## config.mk

```make
export PLATFORM = sky130hd
export DESIGN_NAME = bank_select_op_core
export DESIGN_NICKNAME = d
export VERILOG_FILES = /design/src/bank_select_op_pkg.sv /design/src/rotate_unit.sv /design/src/bank_select_op_core.sv
export SDC_FILE = /design/constraint.sdc
export NUM_CORES = 1
export LEC_CHECK = 0
export CAP_MARGIN = 20
export CORE_ASPECT_RATIO = 1.75
export CORE_MARGIN = 3
export CORE_UTILIZATION = 41
export DETAILED_ROUTE_END_ITERATION = 6
export DONT_BUFFER_PORTS = 1
export GPL_ROUTABILITY_DRIVEN = 0
export SYNTH_ARGS = -nofsm -noshare
export SYNTH_HDL_FRONTEND = slang
export SYNTH_SLANG_ARGS = --single-unit
```

## constraint.sdc

```tcl
create_clock -name core_clk -period 3.7 [get_ports core_clk]
set_input_delay 0.185 -clock core_clk [delete_from_list [all_inputs] [get_ports core_clk]]
set_output_delay 0.185 -clock core_clk [all_outputs]
set_load 0.05 [all_outputs]
```

## src/bank_select_op_pkg.sv

```systemverilog
// Function
// RL1 - A rotate left moves each bit up one place, the old top bit enters bit 0 and the carry.
// RL2 - A rotate right moves each bit down one place, the old bit 0 enters the top bit and the carry.
// RL3 - After a rotate the zero flag is set only when all eight result bits are zero.
// RL4 - There are thirty-two 8-bit registers in two banks, A and B, of sixteen each.
// RL5 - One bank is active; all operations but the alternate copy touch only the active bank.
// RL6 - Reset makes bank A active.
// RL7 - Bank select with operand A activates bank A, with operand B activates bank B.
// RL8 - One carry and one zero flag are shared, and bank select leaves both unchanged.
// RL9 - Switching banks never alters any stored register contents.
// RL10 - A bank switch completes within one instruction cycle of two clocks.
// RL11 - The alternate copy writes the active second operand into the inactive first operand.
// RL12 - The alternate copy leaves both flags unchanged.
// RL13 - An alternate copy with equal indices still writes the inactive register.
// RL14 - The bank is one state bit; the physical address is that bit (inverted for copy) and index.
package bank_select_op_pkg;

    localparam int NUM_BANKS     = 2;
    localparam int REGS_PER_BANK = 16;
    localparam int NUM_REGS      = NUM_BANKS * REGS_PER_BANK;
    localparam int DATA_W        = 8;
    localparam int IDX_W         = 4;
    localparam int PHYS_W        = 5;
    localparam int CYCLES_PER_INSTR = 2;

    localparam logic       BANK_A      = 1'b0;
    localparam logic       BANK_B      = 1'b1;
    localparam logic       BANK_RESET  = BANK_A;
    localparam logic [7:0] DATA_RESET  = 8'h00;
    localparam logic       FLAG_RESET  = 1'b0;

    // Operation codes from the decoder
    typedef enum logic [2:0] {
        OP_NONE                 = 3'b000,
        OP_LOAD                 = 3'b001,
        OP_ROTATE_LEFT          = 3'b010,
        OP_ROTATE_RIGHT         = 3'b011,
        OP_BANK_SELECT          = 3'b100,
        OP_ALTERNATE_BANK_COPY  = 3'b101
    } op_t;

    // Two-cycle instruction phase
    typedef enum logic [0:0] {
        PH_FETCH = 1'b0,
        PH_EXEC  = 1'b1
    } phase_t;

    // One instruction request
    typedef struct packed {
        op_t        op;
        logic [3:0] first_operand_reg;
        logic [3:0] second_operand_reg;
        logic       bank_operand;
        logic [7:0] load_data;
    } instr_t;

    // Flags
    typedef struct packed {
        logic carry;
        logic zero;
    } flags_t;

endpackage

```

## src/rotate_unit.sv

```systemverilog
`timescale 1ns/1ps
module rotate_unit
    import bank_select_op_pkg::*;
(
    input  wire logic [7:0] operand,   // Value before rotate
    input  wire logic       dir_left,  // High for left
    output logic [7:0]      result,    // Rotated value
    output logic            carry_out, // Bit moved around
    output logic            zero_out   // All result bits zero
);

    // Rotate datapath
    always_comb begin
        if (dir_left) begin
            result    = {operand[6:0], operand[7]}; // RL1
            carry_out = operand[7];                 // RL1
        end else begin
            result    = {operand[0], operand[7:1]}; // RL2
            carry_out = operand[0];                 // RL2
        end
        zero_out = (result == 8'h00);               // RL3
    end

endmodule // rotate_unit

```

## src/bank_select_op_core.sv

```systemverilog
`timescale 1ns/1ps
module bank_select_op_core
    import bank_select_op_pkg::*;
(
    input  wire logic   core_clk,    // System clock
    input  wire logic   rst,         // Sync reset, active high
    input  wire instr_t instr,       // Instruction from decoder
    input  wire logic   instr_valid, // Instruction offered
    output logic        instr_ready, // Instruction can be taken this cycle
    output logic [7:0]  first_data,  // Active first operand value
    output logic [7:0]  second_data, // Active second operand value
    output flags_t      flags,       // Carry and zero
    output logic        active_bank, // Current bank, 0 is A
    output logic        done         // Instruction completed
);

    // Storage and state
    logic [7:0]  regs_q [NUM_REGS]; // RL4
    logic [7:0]  regs_d [NUM_REGS];
    logic        bank_q, bank_d;
    flags_t      flags_q, flags_d;
    phase_t      phase_q, phase_d;
    instr_t      held_q, held_d;
    logic [7:0]  first_q, first_d;
    logic [7:0]  second_q, second_d;
    logic        done_q, done_d;

    logic [7:0]  rot_result;
    logic        rot_carry;
    logic        rot_zero;
    logic [4:0]  wr_addr;
    logic        wr_en;
    logic [7:0]  wr_data;

    // Physical address from bank bit and index
    function automatic logic [4:0] phys_addr(input logic bank, input logic [3:0] idx);
        phys_addr = {bank, idx}; // RL14
    endfunction

    rotate_unit u_rot (
        .operand   (regs_q[phys_addr(bank_q, held_q.first_operand_reg)]),
        .dir_left  (held_q.op == OP_ROTATE_LEFT),
        .result    (rot_result),
        .carry_out (rot_carry),
        .zero_out  (rot_zero)
    );

    assign instr_ready = (phase_q == PH_FETCH);

    // Write port selection
    always_comb begin
        wr_en   = 1'b0;
        wr_addr = phys_addr(bank_q, held_q.first_operand_reg); // RL5
        wr_data = rot_result;
        if (phase_q == PH_EXEC) begin
            case (held_q.op)
                OP_LOAD: begin
                    wr_en   = 1'b1;
                    wr_data = held_q.load_data;
                end
                OP_ROTATE_LEFT, OP_ROTATE_RIGHT: begin
                    wr_en = 1'b1;
                end
                OP_ALTERNATE_BANK_COPY: begin
                    // Destination in inactive bank, even for equal indices
                    wr_en   = 1'b1;                                         // RL13
                    wr_addr = phys_addr(~bank_q, held_q.first_operand_reg); // RL11
                    wr_data = regs_q[phys_addr(bank_q, held_q.second_operand_reg)]; // RL11
                end
                default: begin
                    wr_en = 1'b0;
                end
            endcase
        end
    end

    // Register array next state
    generate
        for (genvar i = 0; i < NUM_REGS; i++) begin : g_regs
            always_comb begin
                regs_d[i] = regs_q[i]; // RL9
                if (wr_en && (wr_addr == 5'(i))) begin
                    regs_d[i] = wr_data;
                end
            end
            always_ff @(posedge core_clk) begin
                if (rst) begin
                    regs_q[i] <= DATA_RESET;
                end else begin
                    regs_q[i] <= regs_d[i];
                end
            end
        end
    endgenerate

    // Sequencing, bank and flags next state
    always_comb begin
        phase_d  = phase_q;
        held_d   = held_q;
        bank_d   = bank_q;
        flags_d  = flags_q;
        done_d   = 1'b0;
        first_d  = regs_q[phys_addr(bank_q, instr.first_operand_reg)];
        second_d = regs_q[phys_addr(bank_q, instr.second_operand_reg)];
        case (phase_q)
            PH_FETCH: begin
                if (instr_valid) begin
                    held_d  = instr;
                    phase_d = PH_EXEC;
                end
            end
            PH_EXEC: begin
                phase_d = PH_FETCH;
                done_d  = 1'b1; // RL10
                case (held_q.op)
                    OP_ROTATE_LEFT, OP_ROTATE_RIGHT: begin
                        flags_d.carry = rot_carry; // RL1 RL2
                        flags_d.zero  = rot_zero;  // RL3
                    end
                    OP_BANK_SELECT: begin
                        bank_d = held_q.bank_operand; // RL7 RL8
                    end
                    default: begin
                        flags_d = flags_q; // RL12
                    end
                endcase
            end
            default: begin
                phase_d = PH_FETCH;
            end
        endcase
    end

    always_ff @(posedge core_clk) begin
        if (rst) begin
            phase_q  <= PH_FETCH;
            held_q   <= '0;
            bank_q   <= BANK_RESET; // RL6
            flags_q  <= '{carry: FLAG_RESET, zero: FLAG_RESET};
            done_q   <= 1'b0;
            first_q  <= DATA_RESET;
            second_q <= DATA_RESET;
        end else begin
            phase_q  <= phase_d;
            held_q   <= held_d;
            bank_q   <= bank_d;
            flags_q  <= flags_d;
            done_q   <= done_d;
            first_q  <= first_d;
            second_q <= second_d;
        end
    end

    assign first_data  = first_q;
    assign second_data = second_q;
    assign flags       = flags_q;
    assign active_bank = bank_q;
    assign done        = done_q;

    // Check helpers, worked out from the rules and not from the datapath
    logic [4:0]  active_dest;
    logic [4:0]  alt_dest;
    logic [7:0]  exp_operand;
    logic [7:0]  exp_source;
    logic [7:0]  exp_left;
    logic [7:0]  exp_right;
    logic        exp_msb;
    logic        exp_lsb;
    logic        operand_zero;
    logic        offered_bank;
    logic        in_exec;
    logic        exec_rotate;
    logic        exec_select;
    logic        exec_copy;

    // Addresses and values an executing instruction should use
    assign active_dest  = {bank_q, held_q.first_operand_reg};
    assign alt_dest     = {~bank_q, held_q.first_operand_reg};
    assign exp_operand  = regs_q[active_dest];
    assign exp_source   = regs_q[{bank_q, held_q.second_operand_reg}];

    // Rotated values and the bit carried around
    assign exp_left     = {exp_operand[6:0], exp_operand[7]};
    assign exp_right    = {exp_operand[0], exp_operand[7:1]};
    assign exp_msb      = exp_operand[7];
    assign exp_lsb      = exp_operand[0];
    assign operand_zero = (exp_operand == 8'h00);

    // Phase and operation qualifiers
    assign in_exec      = (phase_q == PH_EXEC);
    assign exec_rotate  = in_exec && (held_q.op inside {OP_ROTATE_LEFT, OP_ROTATE_RIGHT});
    assign exec_select  = in_exec && (held_q.op == OP_BANK_SELECT);
    assign exec_copy    = in_exec && (held_q.op == OP_ALTERNATE_BANK_COPY);
    assign offered_bank = instr.bank_operand;

    // Rotate left result and carry
    AST_ROT_LEFT: assert property (@(posedge core_clk) disable iff (rst) // RL1
        (in_exec && held_q.op == OP_ROTATE_LEFT) |=>
        (regs_q[$past(active_dest)] == $past(exp_left)) &&
        (flags_q.carry == $past(exp_msb)))
        else $error("rotate left wrong");

    // Rotate right result and carry
    AST_ROT_RIGHT: assert property (@(posedge core_clk) disable iff (rst) // RL2
        (in_exec && held_q.op == OP_ROTATE_RIGHT) |=>
        (regs_q[$past(active_dest)] == $past(exp_right)) &&
        (flags_q.carry == $past(exp_lsb)))
        else $error("rotate right wrong");

    // Zero flag follows the rotated value
    AST_ROT_ZERO: assert property (@(posedge core_clk) disable iff (rst) // RL3
        exec_rotate |=> flags_q.zero == $past(operand_zero))
        else $error("rotate zero flag wrong");

    // Rotate writes back into the active register
    AST_ROT_WRITES: assert property (@(posedge core_clk) disable iff (rst) // RL5
        exec_rotate |-> wr_en && (wr_addr == active_dest))
        else $error("rotate written to wrong register");

    // Reset selects bank A
    AST_RESET_BANK: assert property (@(posedge core_clk) // RL6
        rst |=> bank_q == BANK_A)
        else $error("bank not A after reset");

    // Reset leaves the core ready and idle
    AST_RESET_READY: assert property (@(posedge core_clk) // RL6
        rst |=> instr_ready && !done)
        else $error("core not idle after reset");

    // Reset clears the shared flags
    AST_RESET_FLAGS: assert property (@(posedge core_clk) // RL8
        rst |=> (flags_q.carry == FLAG_RESET) && (flags_q.zero == FLAG_RESET))
        else $error("flags not cleared by reset");

    // Bank select takes effect within one instruction cycle
    AST_BANK_SEL: assert property (@(posedge core_clk) disable iff (rst) // RL7
        (instr_ready && instr_valid && instr.op == OP_BANK_SELECT) |=>
        ##1 bank_q == $past(offered_bank, 2))
        else $error("bank select wrong");

    // Bank moves only on an executed bank select
    AST_BANK_QUIET: assert property (@(posedge core_clk) disable iff (rst) // RL7
        !exec_select |=> $stable(bank_q))
        else $error("bank changed without select");

    // Bank select leaves the flags alone
    AST_BANK_FLAGS: assert property (@(posedge core_clk) disable iff (rst) // RL8
        exec_select |=> $stable(flags_q))
        else $error("bank select changed flags");

    // Flags move only on a rotate
    AST_FLAGS_QUIET: assert property (@(posedge core_clk) disable iff (rst) // RL12
        !exec_rotate |=> $stable(flags_q))
        else $error("flags changed without rotate");

    // A bank switch writes no register
    AST_SWITCH_KEEPS: assert property (@(posedge core_clk) disable iff (rst) // RL9
        exec_select |-> !wr_en)
        else $error("bank switch wrote a register");

    // Copy leaves the flags alone
    AST_COPY_FLAGS: assert property (@(posedge core_clk) disable iff (rst) // RL12
        exec_copy |=> $stable(flags_q))
        else $error("copy changed flags");

    // Copy targets the inactive bank
    AST_COPY_DEST: assert property (@(posedge core_clk) disable iff (rst) // RL11
        exec_copy |-> wr_en && (wr_addr == alt_dest))
        else $error("copy not to inactive bank");

    // Copy carries the active source value
    AST_COPY_DATA: assert property (@(posedge core_clk) disable iff (rst) // RL11
        exec_copy |=> regs_q[$past(alt_dest)] == $past(exp_source))
        else $error("copy data wrong");

    // Equal indices still overwrite the inactive register
    AST_COPY_SAME: assert property (@(posedge core_clk) disable iff (rst) // RL13
        (exec_copy && (held_q.first_operand_reg == held_q.second_operand_reg)) |=>
        regs_q[$past(alt_dest)] == $past(exp_operand))
        else $error("same index copy lost");

    // Load lands at the bank bit and index
    AST_LOAD_WRITE: assert property (@(posedge core_clk) disable iff (rst) // RL14
        (in_exec && held_q.op == OP_LOAD) |->
        wr_en && (wr_addr == active_dest) && (wr_data == held_q.load_data))
        else $error("load written wrong");

    // Other writes stay in the active bank
    AST_ACTIVE_ONLY: assert property (@(posedge core_clk) disable iff (rst) // RL5
        (wr_en && !exec_copy) |-> wr_addr == active_dest)
        else $error("write outside active bank");

    // An empty operation writes nothing
    AST_NONE_QUIET: assert property (@(posedge core_clk) disable iff (rst) // RL5
        (in_exec && held_q.op == OP_NONE) |-> !wr_en)
        else $error("empty operation wrote a register");

    // Whole instruction in two clocks
    AST_TWO_CYCLES: assert property (@(posedge core_clk) disable iff (rst) // RL10
        (instr_ready && instr_valid) |=> !instr_ready ##1 (instr_ready && done))
        else $error("instruction not two cycles");

    // Completion pulse lasts one clock
    AST_DONE_PULSE: assert property (@(posedge core_clk) disable iff (rst) // RL10
        done |=> !done)
        else $error("done longer than one clock");

endmodule // bank_select_op_core

```

# [After elaboration in Yosys (flattened, before gate mapping)]
# Memory sizes are Yosys's and may differ from the RTL's. A register that Yosys moved wholly into a read port is not among the register bits.
# Cells that the tools add are included.
[op_classes] n_reduce_logical=71 bitwise_logic=34 eq_ne=68 mux=78
[op_table] operator="8-bit 2-to-1 mux" count=66
[op_table] operator="5-bit == test, second input constant" count=16
[op_table] operator="2-bit AND reduction" count=35
[op_table] operator="5-bit by 4-bit == test with 1-bit output, second input constant" count=8
[op_table] operator="1-bit logical AND" count=32
[op_table] operator="1-bit != test, second input constant" count=32
[op_table] operator="1-bit OR" count=32
[op_table] operator="5-bit by 3-bit == test with 1-bit output, second input constant" count=4
[op_table] operator="8-bit one-hot mux with 2 select lines" count=1
[op_table] operator="5-bit by 2-bit == test with 1-bit output, second input constant" count=2
[op_table] operator="5-bit 2-to-1 mux" count=2
[op_table] operator="8-bit zero test" count=1
[op_table] operator="1-bit 2-to-1 mux" count=8
[op_table] operator="3-bit by 2-bit == test with 1-bit output, second input constant" count=2
[op_table] operator="3-bit == test, second input constant" count=2
[op_table] operator="5-bit by 1-bit == test with 1-bit output, second input constant" count=1
[op_table] operator="5-bit zero test" count=1
[op_table] operator="4-bit OR reduction" count=1
[op_table] operator="3-bit by 1-bit == test with 1-bit output, second input constant" count=1
[op_table] operator="1-bit NOT" count=2
[op_table] operator="1-bit one-hot mux with 2 select lines" count=1
[op_table] operator="2-bit OR reduction" count=1
[totals] regBits=25 memories=1 out_inout_bits=21 inputBits=23 ram_bits=256
[memory_table] name="regs_q" words=32 word_bits=8 read_ports=4 rd_ports_with_merged_regs=2 write_ports=32 line="bank_select_op_core.sv:18" text="logic [7:0] regs_q [NUM_REGS];"

# [Logic depth before layout (Yosys ltp)]
# Gate-level depths: netlist of the first run.
[logic_depth] depth_word=8 ltp_mapped=12 ltp_nobuf=6

# [Hierarchy]
# From an unflattened synthesis of the first run, not the netlist that was laid out.
[unflattened] hier_cells=1445 hier_area_um2=20143.1
[by_module_without_submodules] module="bank_select_op_core" area_per_inst_um2=20021.7 n_inst=1 cells_per_inst=1428 seq_area_each_um2=8508.2
[by_module_without_submodules] module="rotate_unit" area_per_inst_um2=121.4 n_inst=1 cells_per_inst=17 seq_area_each_um2=0.0

# [Worst setup path after synthesis of the first run]
# OpenSTA, ideal clock, no wires.
[synth_path] path_kind="reg-to-reg" from="register bank_q (netlist: active_bank)" to="memory regs_q[10][2], data pin" stages_incl_launch_ff=9 arrival_time_ns=2.306 path_slack_ns=1.141 synth_period_minus_slack_ns=2.559 setup_time_ns=0.253 path_cell_list="dfxtp_1 > inv_2 > buf_2 > mux4_2 > a22oi_1 > nand3_1 > clkbuf_1 > nand2_1 > nor2_1"
[synth_rtl] element="start, declared" line="bank_select_op_core.sv:20" text="logic bank_q, bank_d;"
[synth_rtl] element="start signal, assigned" line="bank_select_op_core.sv:146" text="bank_q <= bank_d;"
[synth_rtl] element="end, declared" line="bank_select_op_core.sv:18"

# [Worst setup path after layout of the first run]
[layout_path] from="register held_q, in the netlist active_dest[1]" to="register flags_q, in the netlist flags[0]"
[layout_via] elab_chain_cells=3
[layout_lines] element="start, declared" line="bank_select_op_core.sv:23" text="instr_t held_q, held_d;"
[layout_lines] element="start signal, assigned" line="bank_select_op_core.sv:145" text="held_q <= held_d;"
[layout_lines] element="memory read 32 x 8 bit"
[layout_lines] element="8-bit 2-to-1 mux" line="rotate_unit.sv:14" text="if (dir_left) begin"
[layout_lines] element="8-bit zero test" line="rotate_unit.sv:21" text="zero_out = (result == 8'h00);"
[layout_lines] element="end signal, assigned" line="bank_select_op_core.sv:139" text="flags_q <= '{carry: FLAG_RESET, zero: FLAG_RESET};"
[layout_lines] element="end signal, assigned" line="bank_select_op_core.sv:147" text="flags_q <= flags_d;"
[layout_lines] element="end, declared" line="bank_select_op_core.sv:21" text="flags_t flags_q, flags_d;"
# Every way passes these cells.
# A chain may end at the register's enable or synchronous reset.

==> reports/metrics.csv, run 1 <==
stage,metric,value,unit
worst_hold_path,Hold Crit Start,instr[12],
detailed_routing,via/cell ratio,6.83,
placement,port bufs,0,
sta,slew at the pin closest to its max-slew limit,1100,ps
global_route,total grt overflow,0,
setup_path,CP endpoint kind,register,
sta,achievable clock frequency,298,MHz
setup_path,worst path arrival time,3900,ps
synth,Post-synth EDFFs,256,
synth,Post-synth ARST share,0,%
placement,dpl hpwl,53400,µm
synth,Syn Area/Cell,12.3,µm²
synth,Post-Syn Area,20500,µm²
global_route,number of global-route vias before repair,15787,
setup_path,CP max-delay cell,dfxtp_4,
detailed_routing,Starting DRT DRC Count,2380,
synth,post-synthesis sequential area ratio,41.5,%
setup_path,crit path launch,active_dest[1],
clock_tree,"Hold-fix buffers, CTS",23,
setup_path,Startpoint Class,register,
final_layout,fraction of layout cells with a size suffix above 1,28.6,%
synth,Cells after Synth,1671,
worst_hold_path,hold crit path type,primary input to register,
floorplan,num rows,107,
floorplan,Die W,175,µm
global_route,first-pass GRT wire length,111000,µm
floorplan,I/O pin total,44,
synth,syn nets,1694,
setup_path,"delay-heaviest family, CP",compound AO/OA/AOI/OAI gates,
global_route,pin count of the biggest net entering global routing,97,
setup_path,Crit path largest cell delay,870,ps
synth,Yosys cell types,63,
setup_path,WP buf/inv,0,
sta,RSZ-0062 raised after global routing,false,
clock_tree,H-tree depth,1,
synth,"Top FF cell, synth",edfxtp_1,
clock_tree,clk slew on worst S/H paths,80,ps
clock_tree,Post-CTS Resized,0,
sta,fin crit share,90.7,%
placement,area of placed instances,21500,µm²
sta,max_slew headroom,26.8,%
setup_path,r2r startpoint,active_dest[1],
detailed_routing,DRC viols,0,
final_layout,NumNets Final,1697,
detailed_routing,final wirelength,76900,µm
final_layout,Layout fillers,4325,
clock_tree,clock buffer depth,3,
run,max_cap viols,0,
detailed_routing,Pre-antenna DRT Iters,6,
final_layout,Area Growth Syn to Fin,11.0,%
sta,Fin Setup TNS,0,ps
power_and_ir_drop,PwrDens,375,nW/µm²
clock_tree,CTS root buffer,clkbuf_16,
floorplan,die height,302,µm
clock_tree,Num CTS Buffers,28,
power_and_ir_drop,VDD IR-drop max,0.390,mV
sta,endpoints failing setup,0,
final_layout,Layout Utilization,46.3,%
global_route,initial antenna violation count,0,
sta,Final Critical Period,3360,ps
floorplan,die footprint,52800,µm²
clock_tree,post-CTS setup buffer count,0,
final_layout,most frequent cells in the layout,"nand2_1, mux4_2, edfxtp_1",
setup_path,Critical Path RT,4250,ps
sta,Layout Skew,29.8,ps
synth,warnings from Yosys,0,
final_layout,Finished Layout Cells,2351,
sta,Final Slew Violations,0,
clock_tree,clk_lat worst skew,600,ps
final_layout,"most common cell after layout, fill and taps aside",nand2_1,
clock_tree,CTS tree,built,
detailed_routing,DRT antenna net count,0,
detailed_routing,DR vias,16064,
synth,#FFs+latches synth,297,
detailed_routing,drt wl/cell,32.7,µm
power_and_ir_drop,Static Leakage,7.10,nW
setup_path,maximum fanout along the worst path,37,
placement,Placed Cells,2274,
clock_tree,Sink Count,297,
final_layout,cell area after layout,22800,µm²
floorplan,Initial Util,41.7,%
setup_path,sequence of cells on the critical path,"mux2i_1, o22ai_1, a211oi_1, a32oi_2, a2111oi_0, a31o_1",
global_route,overall routing resource usage,28.8,%
setup_path,CP Class,register to register,
floorplan,core area,49100,µm²
status,status,"finished, final reports clean",
sta,final hold violations,0,
-- through the flow --
stage                     power [W]  worst slack, ps  hold WS [ps]
final                       0.00855              343          9.47
after global routing        0.00873              221          18.4
after CTS                   0.00853              411         0.910
after detailed placement    0.00538              439           292
after global placement      0.00535              485           284
after floorplan             0.00501             1140           321
-- power breakdown --
part           total (W)  leakage, nW  switching, W  internal, W
Clock            0.00315        0.462       0.00141      0.00175
Sequential       0.00396         2.98      0.000210      0.00375
Combinational    0.00143         3.65      0.000760     0.000672
Total            0.00855         7.10       0.00238      0.00617
-- cell type report --
cell class | count | area (µm²) | share of cell area (%)
clock inverters | 19 | 225 | 0.989
multi-input cells | 1198 | 11100 | 48.9
flip-flops and latches | 297 | 8520 | 37.4
well taps | 654 | 818 | 3.59
clock buffers | 33 | 751 | 3.30
diodes | 1 | 2.50 | 0.0110
inverters | 6 | 22.5 | 0.0989
repair buffers | 143 | 1290 | 5.66
-- state kept, by name, indices dropped and copies added (netlist names) --
register,count
regs_q,256
active_bank,1
active_dest,4
flags,2
first_data,8
done,1
second_data,8
held_q,16
in_exec,1
-- synth_stat cells, drive strengths merged, types with 3 or more instances --
| master | instances | area (µm²) |
|---|---|---|
| nand2b | 15 | 93.8 |
| a2111oi | 4 | 66.3 |
| and3 | 3 | 18.8 |
| mux4 | 277 | 6240 |
| mux2i | 58 | 581 |
| o21ai | 11 | 55.1 |
| inv | 6 | 22.5 |
| a32oi | 3 | 33.8 |
| nand2 | 317 | 1190 |
| and3b | 3 | 26.3 |
| a31oi | 34 | 219 |
| nor2 | 173 | 649 |
| a21oi | 147 | 736 |
| o221ai | 6 | 65.1 |
| mux2 | 6 | 67.6 |
| edfxtp | 256 | 7690 |
| dfxtp | 41 | 821 |
| buf | 83 | 549 |
| o21bai | 30 | 225 |
| a21o | 3 | 22.5 |
| nand3 | 19 | 95.1 |
| a22oi | 15 | 113 |
| a211oi | 5 | 50.1 |
| nor2b | 5 | 31.3 |
| nor3 | 18 | 120 |
| nor3b | 3 | 27.5 |
| nand3b | 5 | 37.5 |
| o22ai | 8 | 50.1 |
| clkbuf | 87 | 327 |
| o32ai | 4 | 42.6 |
-- layer usage --
metal / wire length, µm / GRT usage [%] / part of all wire (%)
met1: 23800 / 32.1 / 31
met2: 38200 / 49.2 / 50
met3: 7570 / 5.66 / 9.8
met4: 7360 / 20.5 / 9.6
met5: 0 / 0 / 0
-- worst paths after layout --
path / slack [ps] / to / cells after the start
setup reg to reg: 340 / flags[0] / 6
hold / removal: 9 / second_data[3] / 3
setup / recovery: 340 / flags[0] / 6
hold reg to reg: 460 / held_q[4] / 2
-- worst reg2reg max path, cell delays in order, from the launching register on --
cell and delay (ps):
dfxtp_4 870, mux2i_1 450, o22ai_1 150, a211oi_1 510, a32oi_2 380, a2111oi_0 720, a31o_1 240
-- kinds of logic after synthesis --
family / share of synthesized area [%]
XOR/XNOR: 0.0854
AND/OR/NAND/NOR: 11.4
buffers and inverters: 4.38
flip-flops: 41.5
AO/OA/AOI/OAI: 9.07
multiplexers: 33.6
Power figures use the tool's default switching activity.
==> run 2: changes to the inputs <==
Settings changed: CTS_CLUSTER_SIZE from default to 12, PLACE_DENSITY from default to 0.54.
==> reports/metrics.csv, run 2 (synthesized netlist as in run 1, its figures left out) <==
stage,metric,value,unit,change
final_layout,largest reg by FF count,regs_q,,
status,status,"finished, final reports clean",,
global_route,pin count of the biggest net entering global routing,66,,-32%
final_layout,fraction of layout cells with a size suffix above 1,29.7,%,+1.1 points
detailed_routing,via/cell ratio,6.91,,+1.2%
placement,dpl hpwl,59400,µm,+11%
worst_hold_path,endpoint of the worst hold path,flags[0],,
power_and_ir_drop,PwrDens,367,nW/µm²,-2.2%
sta,slew at the pin closest to its max-slew limit,976,ps,-121 ps
sta,max_slew headroom,34.7,%,+7.9 points
setup_path,r2r startpoint,active_dest[3],,
final_layout,Layout fillers,4416,,+2.1%
clock_tree,clk_lat worst skew,600,ps,about the same
final_layout,most frequent cells in the layout,"nand2_1, mux4_2, edfxtp_1",,
final_layout,Largest register FFs,256,,unchanged
power_and_ir_drop,VDD IR-drop max,0.415,mV,+6.4%
clock_tree,clk slew on worst S/H paths,60,ps,-20 ps
setup_path,Critical Path RT,4020,ps,-230 ps
final_layout,"most common cell after layout, fill and taps aside",nand2_1,,
detailed_routing,DRC viols,0,,unchanged
final_layout,Finished Layout Cells,2397,,+2.0%
worst_hold_path,Hold Crit Start,rst,,
setup_path,CP endpoint kind,register,,
clock_tree,CTS tree,built,,
floorplan,I/O pin total,44,,unchanged
setup_path,worst path arrival time,3660,ps,-240 ps
sta,Final Slew Violations,0,,unchanged
global_route,initial antenna violation count,1,,+1
setup_path,maximum fanout along the worst path,32,,-14%
detailed_routing,DR vias,16571,,+3.2%
floorplan,core area,49100,µm²,unchanged
floorplan,die footprint,52800,µm²,unchanged
sta,final hold violations,0,,unchanged
global_route,overall routing resource usage,32.1,%,+3.3 points
sta,RSZ-0062 raised after global routing,false,,
floorplan,Die W,175,µm,unchanged
detailed_routing,Starting DRT DRC Count,2503,,+5.2%
global_route,number of global-route vias before repair,16322,,+3.4%
sta,fin crit share,90.3,%,-0.48 points
worst_hold_path,hold crit path type,primary input to register,,
setup_path,crit path launch,active_dest[3],,
clock_tree,Post-CTS Resized,0,,unchanged
setup_path,FF-to-FF End,regs_q[18][0],,
final_layout,top flop regs,"regs_q: 256 flops, held_q: 16 flops",,
placement,area of placed instances,21900,µm²,+1.5%
detailed_routing,drt wl/cell,35.5,µm,+8.6%
power_and_ir_drop,Final Power,0.00845,W,-1.1%
placement,port bufs,0,,unchanged
clock_tree,Num CTS Buffers,30,,+7.1%
global_route,total grt overflow,0,,unchanged
worst_hold_path,Hold Path Cell Cnt,4,,+1
clock_tree,clock buffer depth,3,,unchanged
sta,Final Critical Period,3340,ps,-17.8 ps
floorplan,Initial Util,41.7,%,unchanged
global_route,first-pass GRT wire length,121000,µm,+9.0%
final_layout,cell area after layout,23000,µm²,+1.2%
detailed_routing,DRT antenna net count,0,,unchanged
setup_path,r2r setup slk,360,ps,+20 ps
setup_path,Crit path largest cell delay,750,ps,-120 ps
final_layout,Area Growth Syn to Fin,12.3,%,
clock_tree,Sink Count,297,,unchanged
setup_path,CP Class,register to register,,
run,max_cap viols,0,,unchanged
sta,achievable clock frequency,299,MHz,+0.53%
sta,Layout Skew,37.3,ps,+7.58 ps
sta,endpoints failing setup,0,,unchanged
setup_path,Startpoint Class,register,,
sta,Fin Setup TNS,0,ps,unchanged
floorplan,die height,302,µm,unchanged
sta,hold_ws,23.1,ps,+13.6 ps
floorplan,num rows,107,,unchanged
setup_path,CP max-delay cell,nor2b_1,,
final_layout,NumNets Final,1743,,+2.7%
setup_path,sequence of cells on the critical path,"nor2b_1, a22oi_1, a31oi_1, o32ai_2, a211oi_4, buf_12, nor2_1",,
placement,Placed Cells,2317,,+1.9%
clock_tree,H-tree depth,1,,unchanged
detailed_routing,final wirelength,85100,µm,+11%
clock_tree,CTS root buffer,clkbuf_16,,
power_and_ir_drop,Static Leakage,7.30,nW,+2.9%
detailed_routing,Pre-antenna DRT Iters,7,,+1
setup_path,R2R depth,7,,+1
==> run 2: how the worst max path moves through the flow <==
stage | slack (ps) | to
after floorplan | 1140 | regs_q[10][2]
after global placement | 480 | regs_q[21][0]
after detailed placement | 450 | regs_q[18][0]
after CTS | 470 | regs_q[18][0]
after global routing | 340 | regs_q[6][0]
final | 360 | regs_q[18][0]
==> run 2: critical path, delay by kind of cell (launching register included) <==
kind,cells,cell delay [ps]
buffers and inverters,1,230
and+or+nand+nor,2,830
AOI/OAI and AO/OA,4,1310
DFF,1,680
==> run 2: metal layers <==
metal  wire length, µm  part of all wire (%)  global-route usage, %
met2             41900                    49                   53.7
met5                 0                     0                      0
met4              8550                    10                   25.3
met1             27200                    32                   36.8
met3              7430                   8.7                   4.68
==> run 2: report_power, final <==
| part | switching, W | total (W) | internal [W] |
|---|---|---|---|
| Clock | 0.00138 | 0.00300 | 0.00162 |
| Sequential | 0.000203 | 0.00396 | 0.00376 |
| Combinational | 0.000810 | 0.00150 | 0.000687 |
==> run 2: timing repair <==
item | 4_1_cts | 5_1_grt
hold buffers | 25 | 0
endpoints found under the hold margin | 65 | 0
setup buffers | 0 | 0
==> run 2: stage by stage <==
step / util (%) / worst slack, ps
global placement: 44.5 / 483
global route: 46.9 / 342
floorplan: - / 1140
CTS: 46.9 / 467
detailed placement: 44.5 / 452
finish: 46.9 / 360
==> run 2: final cells by class <==
type,count,area (µm²),share of cell area [%]
clock buffers,49,883,3.83
flip-flops and latches,297,8520,37.0
well taps,654,818,3.55
repair buffers,187,1620,7.04
inverters,6,22.5,0.0978
multi-input cells,1198,11100,48.4
clock inverters,5,23.8,0.103
diodes,1,2.50,0.0109
